File: src/core/fas_pkg.sv
// Package: register map, field widths and reset values of the fault alert status bank
package fas_pkg;

   // ------------------------------------------------------------------
   // Register indices (byte address is four times the index)
   // ------------------------------------------------------------------
   localparam logic [7:0] IDX_AUX_LOW      = 8'h0d;
   localparam logic [7:0] IDX_CMP_CELL_HI  = 8'h0e;
   localparam logic [7:0] IDX_CMP_CELL_LO  = 8'h0f;
   localparam logic [7:0] IDX_CMP_AUX_HI   = 8'h10;
   localparam logic [7:0] IDX_CMP_AUX_LO   = 8'h11;
   localparam logic [7:0] IDX_IRQ_MASK     = 8'h20;
   localparam logic [7:0] IDX_IRQ_STATUS   = 8'h21;
   localparam logic [7:0] IDX_ENABLE_AUX   = 8'h22;
   localparam logic [7:0] IDX_ENABLE_CELL  = 8'h23;

   // ------------------------------------------------------------------
   // Field widths and reset values
   // ------------------------------------------------------------------
   localparam int          NUM_CELLS   = 14;
   localparam int          NUM_AUX     = 4;
   localparam int          NUM_EVENTS  = 5;
   localparam logic [13:0] CELL_RESET  = 14'h0000;
   localparam logic [3:0]  AUX_RESET   = 4'h0;
   localparam logic [4:0]  EVT_RESET   = 5'h00;
   localparam logic [31:0] BAD_READ    = 32'h0000_0000;

   // ------------------------------------------------------------------
   // Bus slave states
   // ------------------------------------------------------------------
   typedef enum logic [1:0] {
      FAS_IDLE = 2'b01,
      FAS_DONE = 2'b10
   } fas_bus_state_t;

endpackage : fas_pkg

File: src/core/fas_flag_if.sv
// Interface: one acquisition result group passed to a flag bank
`timescale 1ns/1ps
interface fas_flag_if #(parameter int W = 4);
   logic         done;
   logic [W-1:0] fault;
   logic [W-1:0] enable;
   logic [W-1:0] flags;
   logic         changed;
   modport src  (output done, output fault, output enable, input flags, input changed);
   modport bank (input done, input fault, input enable, output flags, output changed);
endinterface : fas_flag_if

File: src/core/fas_flag_bank.sv
// Module: per-channel alert flags refreshed at each acquisition
`timescale 1ns/1ps
module fas_flag_bank #(
   parameter int W = 4
) (
   input  wire logic clk,
   input  wire logic reset,
   fas_flag_if.bank  fi
);
   // Refuse widths that the read mux cannot place in one register
   if (W < 1 || W > 16) begin : g_bad_width
      $error("fas_flag_bank: width out of range");
   end

   logic [W-1:0] flags_q;
   logic [W-1:0] flags_d;
   logic         chg_q;
   logic         chg_d;

   // Flag follows the qualified fault only at acquisition; holds otherwise
   always_comb begin
      flags_d = flags_q;
      chg_d   = 1'b0;
      if (fi.done) begin
         flags_d = fi.fault & fi.enable;
         chg_d   = |(flags_d & ~flags_q);
      end
   end

   // Flags clear to zero on reset
   always_ff @(posedge clk or posedge reset) begin
      if (reset) begin
         flags_q <= '0;
         chg_q   <= 1'b0;
      end else begin
         flags_q <= flags_d;
         chg_q   <= chg_d;
      end
   end

   assign fi.flags   = flags_q;
   assign fi.changed = chg_q;
endmodule : fas_flag_bank

File: src/core/fas_status_bank.sv
// Top: fault alert status registers with Avalon-MM slave and alert interrupt
//
// Behaviour
// An aux low flag sets when its input is below the aux low threshold and its aux low enable is one.
// Each aux low flag, measured or comparator, clears at the next acquisition if the input is no longer low.
// Fourteen comparator cell high flags in bits 13:0, bit n-1 for cell n, set when high and enabled.
// A comparator cell high flag clears only at the next comparator acquisition once no longer high.
// Fourteen comparator cell low flags in bits 13:0 set when the cell is low and its low enable is one.
// A comparator cell low flag clears at the next comparator acquisition once no longer low.
// A comparator aux high flag sets when the aux input is above threshold and aux high enable is one.
// A comparator aux high flag clears at the next comparator acquisition once no longer high.
// A comparator aux low flag sets when the aux input is below threshold and aux low enable is one.
// The five alert registers are read only and all flags reset to zero.
// Unimplemented bits of the alert registers read zero and writes to them are ignored.
// Flags change only when the matching acquisition completes and hold between acquisitions.
//
// The Avalon-MM interface to the registers is this design's own decision.
`timescale 1ns/1ps
module fas_status_bank (
   input  wire logic        clk,
   input  wire logic        reset,
   input  wire logic [7:0]  avs_address,
   input  wire logic        avs_read,
   input  wire logic        avs_write,
   input  wire logic [31:0] avs_writedata,
   input  wire logic [3:0]  avs_byteenable,
   output logic      [31:0] avs_readdata,
   output logic      [1:0]  avs_response,
   output logic             avs_waitrequest,
   input  wire logic        meas_done,
   input  wire logic        cmp_done,
   input  wire logic [3:0]  aux_meas_low,
   input  wire logic [13:0] cmp_cell_high,
   input  wire logic [13:0] cmp_cell_low,
   input  wire logic [3:0]  cmp_aux_high,
   input  wire logic [3:0]  cmp_aux_low,
   output logic             irq
);
   // ------------------------------------------------------------------
   // Enable registers and flag banks
   // ------------------------------------------------------------------
   logic [3:0]  aux_low_alert_enable_q,  aux_low_alert_enable_d;
   logic [3:0]  aux_high_alert_enable_q, aux_high_alert_enable_d;
   logic [13:0] cell_high_alert_enable_q, cell_high_alert_enable_d;
   logic [13:0] cell_low_alert_enable_q,  cell_low_alert_enable_d;

   fas_flag_if #(.W(4))  aux_low_i ();
   fas_flag_if #(.W(14)) cell_hi_i ();
   fas_flag_if #(.W(14)) cell_lo_i ();
   fas_flag_if #(.W(4))  aux_hi_i ();
   fas_flag_if #(.W(4))  caux_lo_i ();

   // measured aux low
   // measured path refreshes on measurement completion
   assign aux_low_i.done   = meas_done;
   assign aux_low_i.fault  = aux_meas_low;
   assign aux_low_i.enable = aux_low_alert_enable_q;
   // cell high per cell
   // comparator paths refresh on comparator completion
   assign cell_hi_i.done   = cmp_done;
   assign cell_hi_i.fault  = cmp_cell_high;
   assign cell_hi_i.enable = cell_high_alert_enable_q;
   // cell low per cell
   assign cell_lo_i.done   = cmp_done;
   assign cell_lo_i.fault  = cmp_cell_low;
   assign cell_lo_i.enable = cell_low_alert_enable_q;
   // aux high comparator
   assign aux_hi_i.done    = cmp_done;
   assign aux_hi_i.fault   = cmp_aux_high;
   assign aux_hi_i.enable  = aux_high_alert_enable_q;
   // aux low comparator
   assign caux_lo_i.done   = cmp_done;
   assign caux_lo_i.fault  = cmp_aux_low;
   assign caux_lo_i.enable = aux_low_alert_enable_q;

   // clear on next acquisition handled in each bank
   // comparator flags follow fault at comparator done
   fas_flag_bank #(.W(4))  u_aux_low  (.clk(clk), .reset(reset), .fi(aux_low_i));
   fas_flag_bank #(.W(14)) u_cell_hi  (.clk(clk), .reset(reset), .fi(cell_hi_i));
   fas_flag_bank #(.W(14)) u_cell_lo  (.clk(clk), .reset(reset), .fi(cell_lo_i));
   fas_flag_bank #(.W(4))  u_aux_hi   (.clk(clk), .reset(reset), .fi(aux_hi_i));
   fas_flag_bank #(.W(4))  u_caux_lo  (.clk(clk), .reset(reset), .fi(caux_lo_i));

   // ------------------------------------------------------------------
   // Bus slave, interrupt status and mask
   // ------------------------------------------------------------------
   fas_pkg::fas_bus_state_t st_q, st_d;
   logic [31:0] rdata_q, rdata_d;
   logic [1:0]  resp_q, resp_d;
   logic        wait_q, wait_d;
   logic [4:0]  evt_q, evt_d;
   logic [4:0]  mask_q, mask_d;
   logic        irq_q, irq_d;
   logic [4:0]  evt_in;

   assign evt_in = {caux_lo_i.changed, aux_hi_i.changed, cell_lo_i.changed,
                    cell_hi_i.changed, aux_low_i.changed};

   // One wait cycle per access; answer registered so outputs come from flops
   always_comb begin
      st_d     = st_q;
      rdata_d  = rdata_q;
      resp_d   = resp_q;
      wait_d   = 1'b1;
      evt_d    = evt_q;
      mask_d   = mask_q;
      aux_low_alert_enable_d   = aux_low_alert_enable_q;
      aux_high_alert_enable_d  = aux_high_alert_enable_q;
      cell_high_alert_enable_d = cell_high_alert_enable_q;
      cell_low_alert_enable_d  = cell_low_alert_enable_q;
      case (st_q)
         fas_pkg::FAS_IDLE: begin
            if (avs_read || avs_write) begin
               st_d    = fas_pkg::FAS_DONE;
               wait_d  = 1'b0;
               resp_d  = 2'b00;
               rdata_d = fas_pkg::BAD_READ;
               // alert registers read only
               // upper bits zero, writes ignored
               if (avs_address == fas_pkg::IDX_AUX_LOW) begin
                  rdata_d = {28'h0000000, aux_low_i.flags};
               end else if (avs_address == fas_pkg::IDX_CMP_CELL_HI) begin
                  rdata_d = {18'h00000, cell_hi_i.flags};
               end else if (avs_address == fas_pkg::IDX_CMP_CELL_LO) begin
                  rdata_d = {18'h00000, cell_lo_i.flags};
               end else if (avs_address == fas_pkg::IDX_CMP_AUX_HI) begin
                  rdata_d = {28'h0000000, aux_hi_i.flags};
               end else if (avs_address == fas_pkg::IDX_CMP_AUX_LO) begin
                  rdata_d = {28'h0000000, caux_lo_i.flags};
               end else if (avs_address == fas_pkg::IDX_IRQ_MASK) begin
                  rdata_d = {27'h0000000, mask_q};
                  if (avs_write && avs_byteenable[0]) mask_d = avs_writedata[4:0];
               end else if (avs_address == fas_pkg::IDX_IRQ_STATUS) begin
                  rdata_d = {27'h0000000, evt_q};
                  if (avs_read) evt_d = 5'h00;     // Read clears
               end else if (avs_address == fas_pkg::IDX_ENABLE_AUX) begin
                  rdata_d = {24'h000000, aux_high_alert_enable_q, aux_low_alert_enable_q};
                  if (avs_write && avs_byteenable[0]) begin
                     aux_low_alert_enable_d  = avs_writedata[3:0];
                     aux_high_alert_enable_d = avs_writedata[7:4];
                  end
               end else if (avs_address == fas_pkg::IDX_ENABLE_CELL) begin
                  rdata_d = {2'b00, cell_high_alert_enable_q, 2'b00, cell_low_alert_enable_q};
                  if (avs_write) begin
                     if (avs_byteenable[0]) cell_low_alert_enable_d[7:0]   = avs_writedata[7:0];
                     if (avs_byteenable[1]) cell_low_alert_enable_d[13:8]  = avs_writedata[13:8];
                     if (avs_byteenable[2]) cell_high_alert_enable_d[7:0]  = avs_writedata[23:16];
                     if (avs_byteenable[3]) cell_high_alert_enable_d[13:8] = avs_writedata[29:24];
                  end
               end else begin
                  resp_d = 2'b11;                  // Decode error on unmapped index
               end
            end
         end
         fas_pkg::FAS_DONE: begin
            st_d = fas_pkg::FAS_IDLE;
         end
         default: st_d = fas_pkg::FAS_IDLE;
      endcase
      // New events win over a clearing read in the same cycle
      evt_d = evt_d | evt_in;
      irq_d = |(evt_d & mask_d);
   end

   // State registers
   always_ff @(posedge clk or posedge reset) begin
      if (reset) begin
         st_q    <= fas_pkg::FAS_IDLE;
         rdata_q <= fas_pkg::BAD_READ;
         resp_q  <= 2'b00;
         wait_q  <= 1'b1;
         evt_q   <= fas_pkg::EVT_RESET;
         mask_q  <= fas_pkg::EVT_RESET;
         irq_q   <= 1'b0;
         aux_low_alert_enable_q   <= fas_pkg::AUX_RESET;
         aux_high_alert_enable_q  <= fas_pkg::AUX_RESET;
         cell_high_alert_enable_q <= fas_pkg::CELL_RESET;
         cell_low_alert_enable_q  <= fas_pkg::CELL_RESET;
      end else begin
         st_q    <= st_d;
         rdata_q <= rdata_d;
         resp_q  <= resp_d;
         wait_q  <= wait_d;
         evt_q   <= evt_d;
         mask_q  <= mask_d;
         irq_q   <= irq_d;
         aux_low_alert_enable_q   <= aux_low_alert_enable_d;
         aux_high_alert_enable_q  <= aux_high_alert_enable_d;
         cell_high_alert_enable_q <= cell_high_alert_enable_d;
         cell_low_alert_enable_q  <= cell_low_alert_enable_d;
      end
   end

   assign avs_readdata    = rdata_q;
   assign avs_response    = resp_q;
   assign avs_waitrequest = wait_q;
   assign irq             = irq_q;
endmodule : fas_status_bank

File: config.mk
export PLATFORM = sky130hd
export DESIGN_NAME = fas_status_bank
export DESIGN_NICKNAME = d
export VERILOG_FILES = /design/src/core/fas_pkg.sv /design/src/core/fas_flag_if.sv /design/src/core/fas_flag_bank.sv /design/src/core/fas_status_bank.sv
export SDC_FILE = /design/constraint.sdc
export NUM_CORES = 1
export LEC_CHECK = 0
export BUFFER_PORTS_ARGS = -buffer_cell sky130_fd_sc_hd__buf_4
export CAP_MARGIN = 20
export CORE_MARGIN = 1.5
export CORE_UTILIZATION = 40
export CTS_CLUSTER_SIZE = 12
export DETAILED_ROUTE_END_ITERATION = 16
export PLACE_DENSITY_LB_ADDON = 0.25
export SLEW_MARGIN = 25
export SYNTH_ARGS = -nofsm -noshare
export SYNTH_HDL_FRONTEND = slang
export SYNTH_SLANG_ARGS = --single-unit
export TNS_END_PERCENT = 5
File: constraint.sdc
create_clock -name clk -period 11.95 [get_ports clk]
set_input_delay 2.39 -clock clk [delete_from_list [all_inputs] [get_ports clk]]
set_output_delay 2.39 -clock clk [all_outputs]
set_load 0.005 [all_outputs]
==> reports/qor.yml, run 1 <==
yosys:
  post-synth-top-count-cell: "dfrtp_1"
  postSynthAreaPerCell_um2: 10.8
  syn_inst: 514
  yosysTopAreaCellShare: 0.549
  synth_top_family_by_area: "compound AO/OA/AOI/OAI gates"
  yosysWarnings: 0
  synth.distinct_cells: 58
  synth_area_leaders: "dfrtp_1 (55%), mux2_2 (8.1%), nand2_1 (6.4%)"
  muxShareOfSynthArea: 0.0922
  synth_fa_ha_area_frac: 0
  synth_ff_type: "dfrtp_1"
  synth_common_cells: "dfrtp_1 (122), nand2_1 (95), o21ai_0 (49)"
  synth-seq-cells: 124
  synth_edf_count: 0
  synth.cell_area_um2: 5570
  synth_compound_gate_area_share: 0.171
  ys_seq_area_frac: 0.558
  synth_top_area_cell: "dfrtp_1"
  async_flop_share: 1.00
  synth-xor-area-share: 0
  synthSimpleGateAreaFrac: 0.141
drt:
  route.detailed.drc: 0
  ant_nets: 0
  dr.pass1.iters: 7
  drt_wl_total_um: 15300
  drt-vias-per-instance: 5.54
  vias: 4529
  initialDrtViolationCount: 405
  wl_per_cell_um: 18.7
cts:
  cts_buffers: 17
  cts-root-buf: "clkbuf_16"
  insertion_delay_ns: 0.42
  htree_levels: 4
  cts_tree: "done"
  postCtsSetupRepairBufs: 0
  cts_resized: 0
  cts_hold_buf: 0
  clk_pin_slew_ns: 0.06
  cts_buffer_depth: 2
  numClockSinks: 124
die:
  num_rows: 42
  die_area_um2: 14600
  io-pin-count: 126
  die_w_um: 121
  start_util: 0.415
  fp.coreArea_um2: 13400
  die_height_um: 121
final_layout:
  utilization: 0.534
  nNetsFinal: 718
  area_growth_pct: 28.7
  instances_no_fill: 817
  drive_above_1_share: 0.343
  diodes: 0
sta:
  slew_violations: 0
  post-route-period-util: 0.386
  setup_tns_ns: 0
  rsz0062_at_grt: "no"
  period_needed_ns: 4.61
  timing.fmax_mhz: 217
  finClkSkew_ns: 0.00906
  fin_hold_ws_ns: 0.446
  slew_headroom: 0.330
  setup_viol: 0
  hold_viol_final: 0
  worst_pin_slew_ns: 1.01
global_routing:
  grt_pass1_vias: 4566
  antenna_found_initial: 0
  grt_max_degree: 75
  grt_util_all_layers: 0.220
  grt_pass1_wl_um: 24200
  grt_overflow: 0
worst_setup_path:
  start_kind: "primary input"
  endpoint_kind: "flop"
  critPathMaxFanout: 28
  regToRegSetupSlack_ns: 8.69
  crit_type: "in2reg"
  arrival_ns: 4.96
  cp_data_required_time_ns: 12.30
pwr:
  combPwrFrac: 0.151
  p_per_area_nw_per_um2: 170
  cellLeakagePower_nw: 3.29
  swShare: 0.260
  p_int_mw: 0.900
  p_switching_mw: 0.316
  pwr-share-seq: 0.403
  vdd_drop_max_v: 0.0000672
  pwr-share-clk: 0.446
  total_power_mw: 1.22
placed_design:
  io_buffers: 117
  place_inst: 785
  dp_hpwl_um: 11100
  gp_congestion: 0.871
run:
  maxCapViolations: 0
min_path:
  hp-class: "reg2reg"
outcome:
  outcome: "completed"
## layout make-up
type / instances / area (um2)
clock inverters: 15 / 198
repair buffers: 120 / 901
clock buffers: 17 / 425
multi-input cells: 354 / 2270
fillers: 1205 / 6240
inverters: 11 / 43.8
flip-flops and latches: 124 / 3110
well taps: 176 / 220
## kinds of logic after synthesis
logic type,Yosys count
other cells,1
buf+inv,39
flops,124
mux,44
compound gates,149
simple gates,157
## path summary, 6_finish.rpt
check / startpoint / endpoint / cells after the start
min: u_caux_lo.fi.changed / evt_q[4] / 1
min in group asynchronous: reset / u_aux_low.fi.flags[1] / 2
max: avs_write / avs_readdata[19] / 5
max reg2reg: st_q[0] / avs_readdata[19] / 5
max in group asynchronous: reset / avs_readdata[10] / 3
min reg2reg: u_caux_lo.fi.changed / evt_q[4] / 1
## routing by layer
layer	share of wire	track usage	vias to the layer above
met2	0.46	0.336	204
met4	0.023	0.0926	0
met5	0	0	-
li1	-	-	2082
met3	0.078	0.0531	27
met1	0.43	0.300	2216
## registers in the layout, summed over array words and instances, names as in the netlist, 5 cells and up
name                count
mask_q                  5
cell_lo_i.enable       14
avs_readdata           28
u_cell_lo.fi.flags     14
u_cell_hi.fi.flags     14
evt_q                   5
cell_hi_i.enable       14
## power groups by stage
stage,Clock [mW],Combinational [mW],Sequential [mW]
floorplan,0,0.0983,0.492
global placement,0,0.182,0.495
detailed placement,0,0.185,0.497
CTS,0.547,0.185,0.490
global route,0.567,0.202,0.494
finish,0.542,0.183,0.489
## layout by cell type, fill, tap and decap left out, types with 4 or more instances in the layout
master	instances
dfrtp_1	122
buf_4	120
nand2_1	95
o21ai_0	49
mux2_2	40
nor2_1	23
o22ai_1	23
a21oi_1	17
clkbuf_16	17
a22o_1	14
a22oi_1	11
a31oi_1	11
nand3_1	9
inv_1	8
o221ai_1	4
a21o_2	4
conb_1	4
clkinv_2	4
bufinv_16	4
## critical path, cell delays in order
cell and delay, ns:
buf_4 0.12, o21a_1 0.80, inv_2 0.49, nor4_4 0.90
a22o_1 0.24
## per-stage QoR
step	setup slack, ns	cell area (um2)
after floorplan	6.26	5580
after global placement	6.98	6540
after detailed placement	6.91	6540
after CTS	7.37	7160
after global routing	7.13	7160
final	7.34	7160
No activity file was read; power rests on OpenSTA's default activity.
==> run 2: changes to the inputs <==
==> constraint.sdc (replaced) <==
create_clock -name clk -period 4.75 [get_ports clk]
set_input_delay 0.95 -clock clk [delete_from_list [all_inputs] [get_ports clk]]
set_output_delay 0.95 -clock clk [all_outputs]
set_load 0.005 [all_outputs]
==> run 2 against run 1 <==
  * Final cell count decreased by 0.24%
  * Combinational power increased to 2.5 times the previous value
  * Routed wire length decreased by 2.6%
  * Sequential share of layout area decreased by 0.17 points
  * Sequential cell count unchanged
  * Register-to-register slack got worse by 6.6 ns
  * Die area unchanged
  * Design area increased by 0.40%
  * Via count decreased by 1.1%
  * Sequential power increased to 2.5 times the previous value
  * Count of clock-buffer cells in the layout increased by 6
  * Critical endpoint is now cell_hi_i.enable[12]
  * Largest cell class unchanged
  * Largest power group unchanged
  * Highest routed layer unchanged
==> reports/qor.yml, run 2 (synthesis gave the netlist of run 1 again) <==
global_routing:
  grt_max_degree: 75  # unchanged
  grt_pass1_wl_um: 23500  # -2.7%
  grt_overflow: 0  # unchanged
  grt_util_all_layers: 0.215  # -0.00505
  grt_pass1_vias: 4496  # -1.5%
  antenna_found_initial: 0  # unchanged
pwr:
  p_switching_mw: 0.739  # +130%
  cellLeakagePower_nw: 3.32  # +0.67%
  vdd_drop_max_v: 0.000234  # +250%
  swShare: 0.241  # -0.0191
  pwr-share-seq: 0.402  # about the same
  p_int_mw: 2.33  # +160%
  pwr-share-clk: 0.447  # about the same
  p_per_area_nw_per_um2: 427  # +150%
  combPwrFrac: 0.151  # about the same
sta:
  setup_tns_ns: 0  # unchanged
  period_needed_ns: 2.86
  finClkSkew_ns: 0.00631  # -0.00275 ns
  slew_violations: 0  # unchanged
  setup_viol: 0  # unchanged
  slew_headroom: 0.398  # +0.0678
  hold_viol_final: 0  # unchanged
  worst_pin_slew_ns: 0.897  # -0.108 ns
  post-route-period-util: 0.602
  rsz0062_at_grt: "no"
  timing.fmax_mhz: 350
drt:
  wl_per_cell_um: 18.3  # -2.4%
  route.detailed.drc: 0  # unchanged
  ant_nets: 0  # unchanged
  drt-vias-per-instance: 5.50  # -0.84%
  drt_wl_total_um: 14900  # -2.6%
  dr.pass1.iters: 5  # -2
  vias: 4480  # -1.1%
  initialDrtViolationCount: 315  # -22%
die:
  fp.coreArea_um2: 13400  # unchanged
  die_height_um: 121  # unchanged
  die_w_um: 121  # unchanged
  start_util: 0.415  # unchanged
  io-pin-count: 126  # unchanged
  num_rows: 42  # unchanged
  die_area_um2: 14600  # unchanged
run:
  maxCapViolations: 0  # unchanged
final_layout:
  largest_reg_flops: 28  # unchanged
  final_cell_mix: "dfrtp_1 (122), buf_4 (120), nand2_1 (95)"
  nNetsFinal: 719  # +0.14%
  fillers: 1204  # -0.083%
  area_growth_pct: 29.2
  drive_above_1_share: 0.340  # -0.00362
  final_area_um2: 7190  # +0.40%
  diodes: 0  # unchanged
  layout_commonest_cell: "dfrtp_1"
worst_setup_path:
  arrival_ns: 3.15  # -1.81 ns
  worst_r2r_endpoint: "avs_readdata[24]"
  regToRegSetupSlack_ns: 2.12  # -6.57 ns
  start_kind: "primary input"
  cp_data_required_time_ns: 5.04  # -7.26 ns
  rr_startpoint: "st_q[0]"
  reg2regPathDepth: 6  # +1
  crit_type: "in2reg"
  critPathMaxFanout: 12  # -57%
  endpoint_kind: "flop"
outcome:
  outcome: "completed"
placed_design:
  gp_congestion: 0.866  # -0.52%
  io_buffers: 117  # unchanged
  dp_hpwl_um: 10900  # -1.4%
  dpl-instance-area_um2: 6560  # +0.31%
cts:
  insertion_delay_ns: 0.41  # about the same
  cts_buffers: 17  # unchanged
  postCtsSetupRepairBufs: 0  # unchanged
  cts_buffer_depth: 2  # unchanged
  cts_tree: "done"
  clk_pin_slew_ns: 0.05  # about the same
  htree_levels: 4  # unchanged
  cts_resized: 0  # unchanged
  cts-root-buf: "clkbuf_16"
  numClockSinks: 124  # unchanged
  cts_hold_buf: 0  # unchanged
min_path:
  hp-start: "u_aux_low.fi.changed"
  hold-path-endpoint: "evt_q[0]"
  hp-class: "reg2reg"
  whs_path_depth: 1  # unchanged
[run 2: changes by cell type in the layout (fill, tap and decap cells not counted), sizes merged]
cell	delta
clkinv	-5
inv	-1
clkinvlp	-3
buf	+1
clkbuf	+6
[run 2: worst max-delay path by stage]
stage,from,endpoint,slack [ns],cells past startpoint
2_1_floorplan,reset,aux_hi_i.enable[0],0.50,1
3_3_place_gp,avs_address[4],cell_hi_i.enable[10],1.51,6
3_5_place_dp,avs_address[4],cell_hi_i.enable[13],1.50,6
4_1_cts,avs_address[4],cell_hi_i.enable[12],1.93,6
5_1_grt,avs_address[4],cell_hi_i.enable[10],1.83,6
6_report,avs_address[4],cell_hi_i.enable[12],1.89,6
[run 2: final cells by class]
| cell class | instances | area (um2) | area share |
|---|---|---|---|
| timing repair buffer | 121 | 921 | 0.128 |
| tap | 176 | 220 | 0.0306 |
| clock buffer | 23 | 498 | 0.0693 |
| sequential | 124 | 3110 | 0.432 |
| inverter | 11 | 43.8 | 0.00609 |
| multi-input combinational | 354 | 2270 | 0.315 |
| clock inverter | 6 | 134 | 0.0186 |
[run 2: power groups by stage]
stage                     clock [mW]  combinational, mW  sequential, mW
after floorplan                    0              0.247            1.24
after global placement             0              0.465            1.25
after detailed placement           0              0.468            1.25
after CTS                       1.39              0.470            1.23
after global routing            1.45              0.516            1.24
final                           1.37              0.463            1.23
[run 2: worst max-delay path, stage by stage]
cell	delay [ns]
buf_4	0.13
nor3_2	0.23
nand3_2	0.23
nor2_2	0.60
nand4_1	0.56
mux2_2	0.44
[run 2: through the flow]
stage / setup WS (ns) / instances / hold WS (ns) / total power [mW] / utilization
after CTS: 1.93 / 815 / 0.462 / 3.09 / 0.537
after global placement: 1.51 / 786 / 0.448 / 1.71 / 0.489
after global routing: 1.83 / 815 / 0.476 / 3.21 / 0.537
after detailed placement: 1.50 / 786 / 0.450 / 1.72 / 0.489
final: 1.89 / 815 / 0.461 / 3.07 / 0.537
after floorplan: 0.504 / 517 / 0.420 / 1.48 / -
[run 2: per-layer routing]
metal,vias to the layer above,part of all wire,GRT usage
li1,2087,-,-
met1,2181,0.44,0.289
met2,186,0.45,0.320
met3,26,0.079,0.0597
met4,0,0.029,0.105
met5,-,0,0
